[src/verilog/pbc_pkg.sv]
/*
  Shared constants of the PLL base clock select block: device register
  addresses, field positions, reset values, host command map and the
  figures that software uses to program the loop.
  Assumes nothing beyond a SystemVerilog compiler.
*/
package pbc_pkg;

  // device register addresses on the 8-bit programming port
  localparam logic [7:0] ADDR_PLL_CTRL   = 8'h36;
  localparam logic [7:0] ADDR_MULT_HIGH  = 8'h38;
  localparam logic [7:0] ADDR_MULT_LOW   = 8'h39;
  localparam logic [7:0] ADDR_VCO_RANGE  = 8'h3A;
  localparam logic [7:0] ADDR_REF_DIV    = 8'h3B;

  // control register fields
  localparam int PLL_ON_BIT   = 5;
  localparam int BCS_BIT      = 4;
  localparam int PRE_LSB      = 2;
  localparam int VPR_LSB      = 0;

  // reset values
  localparam logic       RST_PLL_ON     = 1'b1;
  localparam logic       RST_BCS        = 1'b0;
  localparam logic [3:0] RST_MULT_HIGH  = 4'h0;
  localparam logic [7:0] RST_MULT_LOW   = 8'h40;
  localparam logic [7:0] RST_VCO_RANGE  = 8'h40;
  localparam logic [3:0] RST_REF_DIV    = 4'h1;

  // source switch waits this many edges of the crystal clock, and of the vco clock while pll_enable is set
  localparam logic [1:0] SW_EDGES       = 2'h3;

  // host command port map
  localparam logic [2:0] HOST_CMD       = 3'h0;
  localparam logic [2:0] HOST_MULT      = 3'h1;
  localparam logic [2:0] HOST_FREQ      = 3'h2;
  localparam logic [2:0] HOST_REFDIV    = 3'h3;
  localparam logic [2:0] HOST_STATUS    = 3'h4;
  localparam int CMD_GO_BIT      = 0;
  localparam int CMD_XTAL_BIT    = 1;

  // multiplier limit; frequencies in units of 100 Hz
  localparam logic [11:0] MULT_MAX      = 12'hFFF;
  localparam logic [10:0] F_NOM         = 11'h180;   // 38.4 kHz
  localparam logic [18:0] F_RANGE1      = 19'h13880; // 8 MHz
  localparam logic [18:0] F_RANGE2      = 19'h27100; // 16 MHz
  localparam logic [18:0] F_RANGE_TOP   = 19'h4E200; // 32 MHz

endpackage

[src/verilog/pbc_if.sv]
/*
  Link between the clock generator and the integration/software side:
  byte-wide programming port, oscillator enable, base clock.
  Assumes a single core clock shared by both ends.
*/
`timescale 1ns/1ns
interface pbc_if;
  logic [7:0] addr;
  logic [7:0] wdata;
  logic       wr;
  logic       rd;
  logic [7:0] rdata;
  logic       osc_enable_from_integration;
  logic       base_clock_out;

  modport dev (
    input  addr,
    input  wdata,
    input  wr,
    input  rd,
    output rdata,
    input  osc_enable_from_integration,
    output base_clock_out
  );

  modport host (
    output addr,
    output wdata,
    output wr,
    output rd,
    input  rdata,
    output osc_enable_from_integration,
    input  base_clock_out
  );
endinterface

[src/verilog/pbc_host.sv]
/*
  Integration/software end: takes a desired multiplier, vco frequency and
  reference divider on a command port, derives the prescale, range power
  and linear multiplier, then programs the clock generator in a safe
  order. Also drives the oscillator enable from the stop-mode input.
  Assumes the clock generator shares core_clk.
*/
// Design decisions made here: the address-and-strobe port and the register offsets.
`timescale 1ns/1ns
module pbc_host
  import pbc_pkg::*;
(
  input  wire logic        core_clk,
  input  wire logic        rstn,
  input  wire logic        ce,
  pbc_if.host              bus,
  input  wire logic [2:0]  cmd_addr,
  input  wire logic [31:0] cmd_wdata,
  input  wire logic        cmd_wr,
  input  wire logic        cmd_rd,
  output logic [31:0]      cmd_rdata,
  input  wire logic        stop_mode
);

  typedef enum logic [3:0] {
    H_IDLE  = 4'b0000,
    H_DIV   = 4'b0001,
    H_CHK   = 4'b0011,
    H_DESEL = 4'b0010,
    H_OFF   = 4'b0110,
    H_MSH   = 4'b0111,
    H_MSL   = 4'b0101,
    H_MRS   = 4'b0100,
    H_MDS   = 4'b1100,
    H_ON    = 4'b1101,
    H_SEL   = 4'b1111
  } pbc_hst_t;

  pbc_hst_t    st_q, st_d;
  logic [14:0] nraw_q, nraw_d;
  logic [18:0] freq_q, freq_d;
  logic [3:0]  rdiv_q, rdiv_d;
  logic [1:0]  p_q, p_d;
  logic [1:0]  e_q, e_d;
  logic [11:0] n_q, n_d;
  logic [7:0]  l_q, l_d;
  logic [19:0] rem_q, rem_d;
  logic [10:0] dvs_q, dvs_d;
  logic        err_q, err_d;
  logic        done_q, done_d;
  logic        xtal_q, xtal_d;
  logic        wr_q, wr_d;
  logic [7:0]  addr_q, addr_d;
  logic [7:0]  wdata_q, wdata_d;
  logic [31:0] rdata_q, rdata_d;
  logic        osc_q;
  logic [14:0] nround;
  logic [18:0] fvrs;
  logic [18:0] diff;
  logic [7:0]  ctrl_base;

  function automatic logic [1:0] pick_pre(input logic [14:0] n);
    if (n <= {3'b000, MULT_MAX}) pick_pre = 2'h0;
    else if (n <= {2'b00, MULT_MAX, 1'b0}) pick_pre = 2'h1;
    else if (n <= {1'b0, MULT_MAX, 2'b00}) pick_pre = 2'h2;
    else pick_pre = 2'h3;
  endfunction

  function automatic logic [1:0] pick_range(input logic [18:0] f);
    if (f < F_RANGE1) pick_range = 2'h0;
    else if (f < F_RANGE2) pick_range = 2'h1;
    else pick_range = 2'h2;
  endfunction

  always_comb begin
    st_d    = st_q;
    nraw_d  = nraw_q;
    freq_d  = freq_q;
    rdiv_d  = rdiv_q;
    p_d     = p_q;
    e_d     = e_q;
    n_d     = n_q;
    l_d     = l_q;
    rem_d   = rem_q;
    dvs_d   = dvs_q;
    err_d   = err_q;
    done_d  = done_q;
    xtal_d  = xtal_q;
    wr_d    = 1'b0;
    addr_d  = addr_q;
    wdata_d = wdata_q;
    rdata_d = rdata_q;
    nround  = 15'h0000;
    fvrs    = 19'h00000;
    diff    = 19'h00000;
    ctrl_base = {4'h0, p_q, e_q};
    if (cmd_rd) begin
      rdata_d = (cmd_addr == HOST_STATUS)
        ? {4'h0, n_q, l_q, e_q, p_q, 1'b0, done_q, err_q, st_q != H_IDLE}
        : 32'h0000_0000;
    end
    case (st_q)
      H_IDLE: begin
        if (cmd_wr) begin
          case (cmd_addr)
            HOST_MULT:   nraw_d = cmd_wdata[14:0];
            HOST_FREQ:   freq_d = cmd_wdata[18:0];
            HOST_REFDIV: rdiv_d = cmd_wdata[3:0];
            HOST_CMD: begin
              done_d = 1'b0;
              err_d  = 1'b0;
              xtal_d = cmd_wdata[CMD_XTAL_BIT];
              if (cmd_wdata[CMD_XTAL_BIT]) begin
                st_d = H_DESEL;
              end else if (cmd_wdata[CMD_GO_BIT]) begin
                p_d    = pick_pre(nraw_q);
                nround = (nraw_q + ((15'h0001 << pick_pre(nraw_q))
                          >> 1)) >> pick_pre(nraw_q);
                n_d    = nround[11:0];
                e_d    = pick_range(freq_q);
                dvs_d  = F_NOM << pick_range(freq_q);
                rem_d  = {1'b0, freq_q}
                         + {9'h000, F_NOM << pick_range(freq_q) >> 1};
                l_d    = 8'h00;
                st_d   = H_DIV;
              end
            end
            default: ;
          endcase
        end
      end
      H_DIV: begin
        if (rem_q >= {9'h000, dvs_q} && l_q != 8'hFF) begin
          rem_d = rem_q - {9'h000, dvs_q};
          l_d   = l_q + 8'h01;
        end else begin
          st_d = H_CHK;
        end
      end
      H_CHK: begin
        fvrs = 19'(l_q * dvs_q);
        diff = (fvrs > freq_q) ? fvrs - freq_q : freq_q - fvrs;
        if (freq_q == 19'h00000 || freq_q >= F_RANGE_TOP
            || l_q == 8'h00 || diff > {9'h000, dvs_q >> 1}) begin
          err_d = 1'b1;
          st_d  = H_IDLE;
        end else begin
          st_d = H_DESEL;
        end
      end
      H_DESEL: begin
        wr_d    = 1'b1;
        addr_d  = ADDR_PLL_CTRL;
        wdata_d = ctrl_base | (8'h01 << PLL_ON_BIT);
        if (xtal_q) begin
          done_d = 1'b1;
          st_d   = H_IDLE;
        end else begin
          st_d = H_OFF;
        end
      end
      H_OFF: begin
        wr_d    = 1'b1;
        addr_d  = ADDR_PLL_CTRL;
        wdata_d = ctrl_base;
        st_d    = H_MSH;
      end
      H_MSH: begin
        wr_d    = 1'b1;
        addr_d  = ADDR_MULT_HIGH;
        wdata_d = {4'h0, n_q[11:8]};
        st_d    = H_MSL;
      end
      H_MSL: begin
        wr_d    = 1'b1;
        addr_d  = ADDR_MULT_LOW;
        wdata_d = n_q[7:0];
        st_d    = H_MRS;
      end
      H_MRS: begin
        wr_d    = 1'b1;
        addr_d  = ADDR_VCO_RANGE;
        wdata_d = l_q;
        st_d    = H_MDS;
      end
      H_MDS: begin
        wr_d    = 1'b1;
        addr_d  = ADDR_REF_DIV;
        wdata_d = {4'h0, rdiv_q};
        st_d    = H_ON;
      end
      H_ON: begin
        wr_d    = 1'b1;
        addr_d  = ADDR_PLL_CTRL;
        wdata_d = ctrl_base | (8'h01 << PLL_ON_BIT);
        st_d    = H_SEL;
      end
      H_SEL: begin
        wr_d    = 1'b1;
        addr_d  = ADDR_PLL_CTRL;
        wdata_d = ctrl_base | (8'h01 << PLL_ON_BIT)
                  | (8'h01 << BCS_BIT);
        done_d  = 1'b1;
        st_d    = H_IDLE;
      end
      default: st_d = H_IDLE;
    endcase
  end

  always_ff @(posedge core_clk or negedge rstn) begin
    if (!rstn) begin
      st_q    <= H_IDLE;
      nraw_q  <= 15'h0000;
      freq_q  <= 19'h00000;
      rdiv_q  <= 4'h1;
      p_q     <= 2'h0;
      e_q     <= 2'h0;
      n_q     <= 12'h000;
      l_q     <= 8'h00;
      rem_q   <= 20'h00000;
      dvs_q   <= 11'h000;
      err_q   <= 1'b0;
      done_q  <= 1'b0;
      xtal_q  <= 1'b0;
      wr_q    <= 1'b0;
      addr_q  <= 8'h00;
      wdata_q <= 8'h00;
      rdata_q <= 32'h0000_0000;
      osc_q   <= 1'b1;
    end else if (ce) begin
      st_q    <= st_d;
      nraw_q  <= nraw_d;
      freq_q  <= freq_d;
      rdiv_q  <= rdiv_d;
      p_q     <= p_d;
      e_q     <= e_d;
      n_q     <= n_d;
      l_q     <= l_d;
      rem_q   <= rem_d;
      dvs_q   <= dvs_d;
      err_q   <= err_d;
      done_q  <= done_d;
      xtal_q  <= xtal_d;
      wr_q    <= wr_d;
      addr_q  <= addr_d;
      wdata_q <= wdata_d;
      rdata_q <= rdata_d;
      osc_q   <= ~stop_mode;
    end
  end

  assign bus.wr    = wr_q;
  assign bus.rd    = 1'b0;
  assign bus.addr  = addr_q;
  assign bus.wdata = wdata_q;
  assign bus.osc_enable_from_integration = osc_q;
  assign cmd_rdata = rdata_q;

endmodule

[src/flat_wrapper.sv]
// flat-port wrapper written by rule: the top's interface ports become plain ports
module pbc_host_flat import pbc_pkg::*;
  (core_clk, rstn, ce, cmd_addr, cmd_wdata, cmd_wr, cmd_rd, cmd_rdata, stop_mode, bus_addr, bus_wdata, bus_wr, bus_rd, bus_rdata, bus_osc_enable_from_integration, bus_base_clock_out);
  pbc_if bus_i ();
  input  wire logic core_clk;
  input  wire logic rstn;
  input  wire logic ce;
  input  wire logic [2:0] cmd_addr;
  input  wire logic [31:0] cmd_wdata;
  input  wire logic cmd_wr;
  input  wire logic cmd_rd;
  output logic [31:0] cmd_rdata;
  input  wire logic stop_mode;
  output wire logic [$bits(bus_i.addr)-1:0] bus_addr;
  output wire logic [$bits(bus_i.wdata)-1:0] bus_wdata;
  output wire logic [$bits(bus_i.wr)-1:0] bus_wr;
  output wire logic [$bits(bus_i.rd)-1:0] bus_rd;
  input wire logic [$bits(bus_i.rdata)-1:0] bus_rdata;
  output wire logic [$bits(bus_i.osc_enable_from_integration)-1:0] bus_osc_enable_from_integration;
  input wire logic [$bits(bus_i.base_clock_out)-1:0] bus_base_clock_out;
  assign bus_addr = bus_i.addr;
  assign bus_wdata = bus_i.wdata;
  assign bus_wr = bus_i.wr;
  assign bus_rd = bus_i.rd;
  assign bus_i.rdata = bus_rdata;
  assign bus_osc_enable_from_integration = bus_i.osc_enable_from_integration;
  assign bus_i.base_clock_out = bus_base_clock_out;
  pbc_host u_core (.core_clk(core_clk), .rstn(rstn), .ce(ce), .bus(bus_i), .cmd_addr(cmd_addr), .cmd_wdata(cmd_wdata), .cmd_wr(cmd_wr), .cmd_rd(cmd_rd), .cmd_rdata(cmd_rdata), .stop_mode(stop_mode));
endmodule
[config.mk]
export PLATFORM = sky130hd
export DESIGN_NAME = pbc_host_flat
export DESIGN_NICKNAME = d
export VERILOG_FILES = /design/src/verilog/pbc_pkg.sv /design/src/verilog/pbc_if.sv /design/src/verilog/pbc_host.sv /design/src/flat_wrapper.sv
export SDC_FILE = /design/constraint.sdc
export NUM_CORES = 1
export LEC_CHECK = 0
export BUFFER_PORTS_ARGS = -buffer_cell sky130_fd_sc_hd__buf_2
export CORE_MARGIN = 2
export CORE_UTILIZATION = 50
export CTS_CLUSTER_SIZE = 40
export DETAILED_ROUTE_END_ITERATION = 8
export GPL_TIMING_DRIVEN = 0
export PLACE_DENSITY_LB_ADDON = 0.12
export SLEW_MARGIN = 20
export SYNTH_ARGS = -nofsm -noshare
export SYNTH_HDL_FRONTEND = slang
export SYNTH_SLANG_ARGS = --single-unit
[constraint.sdc]
create_clock -name core_clk -period 8.4 [get_ports core_clk]
set_input_delay 1.68 -clock core_clk [delete_from_list [all_inputs] [get_ports core_clk]]
set_output_delay 1.68 -clock core_clk [all_outputs]
set_load 0.01 [all_outputs]
==> results.yml <==
cts:
  post_cts_buffers: 0
  root_buffer: "clkbuf_16"
  cts_tree: "done"
  path_clk_slew_ns: 0.06
  htreeDepth: 4
  clock_latency_ns: 0.42
  numCtsBuffers: 17
  ctsHoldBuffers: 0
  cts_resized: 0
  clock_path_buffers: 2
  clkSinkCount: 127
run_status:
  outcome: "completed"
drt:
  drt.antenna.violating_nets: 0
  first_pass_iters: 5
  wl_um: 25700
  dr.first_iter.drc_count: 611
  vias_per_cell: 5.88
  drc: 0
  via_count: 8323
  wl_per_cell_um: 18.2
timing:
  slew_headroom_pct: 36.6
  period_needed_ns: 7.80
  setup_violations: 0
  skew_ns: 0.0131
  drv_slew: 0
  timing.final.ws_setup_ns: 0.603
  tightest_slew_ns: 0.943
  fmax_mhz: 128
  rsz0062_at_grt: "false"
  hold_viol_final: 0
  min_period_over_period_pct: 92.8
setup_path:
  cp_data_arrival_time_ns: 8.11
  reg2reg_from: "u_core.l_q[2]$_DFFE_PN0P_"
  end_kind: "flip-flop"
  r2r-end: "u_core.err_q$_DFFE_PN0P_"
  cp_slowest_stage_delay_ns: 0.60
  endpoint: "u_core.err_q$_DFFE_PN0P_"
  cp-startpoint: "u_core.l_q[2]$_DFFE_PN0P_"
  cp_slowest_cell: "dfrtp_1"
  crit_type: "flip-flop to flip-flop"
  r2r_cells: 33
  crit_fanout: 11
  cp.required_ns: 8.71
  reg2reg_slack_ns: 0.60
  start_kind: "flip-flop"
grt:
  grt_usage_pct: 26.6
  grt_max_degree: 73
  grt_overflow: 0
  grt_pass1_wl_um: 42100
  grt_pass1_vias: 7899
  grt_antenna_before_repair: 0
cells_and_area:
  antenna_cells: 0
  fin_util_pct: 58.5
  final_layout_size_suffix_gt1_share_pct: 14.6
  syn2layout_area_growth_pct: 13.5
  finalNonFillerCells: 1415
  fill_cells: 1670
  design_area_sq_um: 10600
  nNetsFinal: 1310
pwr:
  leakage_nw: 5.18
  p_per_area_nw_per_um2: 312
  peakVddDrop_mv: 0.165
synthesis:
  yosysTopAreaCell: "dfrtp_1"
  synth_top_area_share_pct: 33.5
  ys_seq_area_share_pct: 34.0
  synth_area_leaders: "dfrtp_1 (33%), ha_1 (9.8%), o21ai_0 (5.0%)"
  synth_edf_count: 0
  syn_area_sq_um: 9340
  ys.flop_type: "dfrtp_1"
  synth_area_per_cell_sq_um: 8.65
  netlist_instances: 1080
  synth_warnings: 0
  synth-async-reset-ratio_pct: 100
  synth_seq_cells: 127
  synth_cell_types: 75
placed_design:
  portBuffers: 70
  dp_hpwl_um: 19600
  pre_cts_slack_ns: 0.363
  place_area_sq_um: 10100
  dp_cells: 1389
  gp_congestion: 0.917
floorplanning:
  die-height_um: 141
  die-area_sq_um: 19800
  core_sq_um: 18100
  io_pins: 101
  start_util_pct: 51.5
  die_w_um: 141
  std_cell_rows: 49
flow_run:
  drv_cap: 0
worst_hold_path:
  hp-class: "flip-flop to flip-flop"
[how the worst min path moves through the flow]
stage                                                  startpoint                                            endpoint  slack, ns  cells after the start
5_1_grt        u_core.bus.osc_enable_from_integration$_DFFE_PN1P_  u_core.bus.osc_enable_from_integration$_DFFE_PN1P_       0.50                      2
6_report       u_core.bus.osc_enable_from_integration$_DFFE_PN1P_  u_core.bus.osc_enable_from_integration$_DFFE_PN1P_       0.47                      2
3_5_place_dp   u_core.bus.osc_enable_from_integration$_DFFE_PN1P_  u_core.bus.osc_enable_from_integration$_DFFE_PN1P_       0.47                      2
4_1_cts        u_core.bus.osc_enable_from_integration$_DFFE_PN1P_  u_core.bus.osc_enable_from_integration$_DFFE_PN1P_       0.48                      2
2_1_floorplan                        u_core.rem_q[10]$_DFFE_PN0P_                        u_core.rem_q[10]$_DFFE_PN0P_       0.45                      2
3_3_place_gp   u_core.bus.osc_enable_from_integration$_DFFE_PN1P_  u_core.bus.osc_enable_from_integration$_DFFE_PN1P_       0.46                      2
[critical path: cells and delay by family (launching register included)]
family                     cells  cell delay [ns]
adders and majority gates      7             2.49
AOI/OAI and AO/OA             12             2.13
xor gates and xnor gates       2             0.30
DFF                            1             0.60
buffers and inverters          5             0.84
and+or+nand+nor                7             1.33
[placed cells by master (no fill, tap or decap), drive strengths merged, types with 11 or more instances in the layout]
cell type,netlist,final
buf,17,89
mux2,32,32
nand2,118,118
a21o,21,21
nand2b,11,11
inv,75,80
a22oi,11,11
ha,73,73
nor2b,12,12
fa,14,14
a21oi,64,64
o21ai,95,95
xnor2,22,22
a31oi,13,13
mux2i,11,11
dfrtp,125,125
clkbuf,47,58
nor2,74,74
and2,22,22
a22o,32,32
nand3,25,25
nor3,34,34
[report_power, final]
part | leakage (nW) | internal [mW] | switching (mW)
registers | 1.62 | 0.759 | 0.162
clock network | 0.271 | 0.410 | 0.292
logic | 3.30 | 0.654 | 1.03
[layer usage]
metal  track usage, %  share of wire (%)  vias to the layer above
li1                 -                  -                     4015
met1             39.7                 48                     3993
met2             42.0                 45                      286
met3             3.50                5.9                       29
met4             4.74                1.1                        0
met5                0                  0                        -
[synth_stat cells (all sizes together) (17+ instances only)]
cell type / n
dfrtp: 125
nand2: 118
o21ai: 95
inv: 75
nor2: 74
ha: 73
a21oi: 64
clkbuf: 47
nor3: 34
a22o: 32
mux2: 32
nand3: 25
and2: 22
xnor2: 22
a21o: 21
buf: 17
[cell families after synthesis]
logic type | count (synthesis) | synth area share (%)
other | 1 | 0.0401
AOI/OAI and AO/OA | 306 | 21.3
muxes | 43 | 5.03
DFF | 127 | 34.0
xor gates and xnor gates | 32 | 3.00
buffers and inverters | 139 | 6.08
adders and majority gates | 87 | 12.8
and+or+nand+nor | 345 | 17.8
[registers in the layout, summed over array words and instances, names as in the netlist, 2 cells and up]
name / flops
u_core.nraw_q: 15
u_core.n_q: 12
u_core.freq_q: 19
u_core.rem_q: 13
u_core.bus.wdata: 8
u_core.dvs_q: 4
u_core.cmd_rdata: 27
u_core.p_q: 2
u_core.l_q: 8
u_core.rdiv_q: 4
u_core.st_q: 4
u_core.bus.addr: 5
[stage by stage]
step / setup TNS [ns] / power (mW) / hold slack (ns)
finish: 0 / 3.31 / 0.470
global route: 0 / 3.56 / 0.502
CTS: 0 / 3.29 / 0.477
detailed placement: 0 / 2.58 / 0.467
global placement: -0.697 / 2.55 / 0.462
floorplan: 0 / 2.12 / 0.454
[area by class of cell]
type | instances | area [sq um] | area share [%]
Multi-Input combinational cell | 821 | 5630 | 53.1
Clock inverter | 15 | 134 | 1.26
Buffer | 58 | 265 | 2.50
Timing Repair Buffer | 73 | 405 | 3.82
Clock buffer | 17 | 425 | 4.01
Tap cell | 229 | 287 | 2.70
Inverter | 75 | 282 | 2.65
Sequential cell | 127 | 3180 | 30.0
Power figures use the tool's default switching activity.
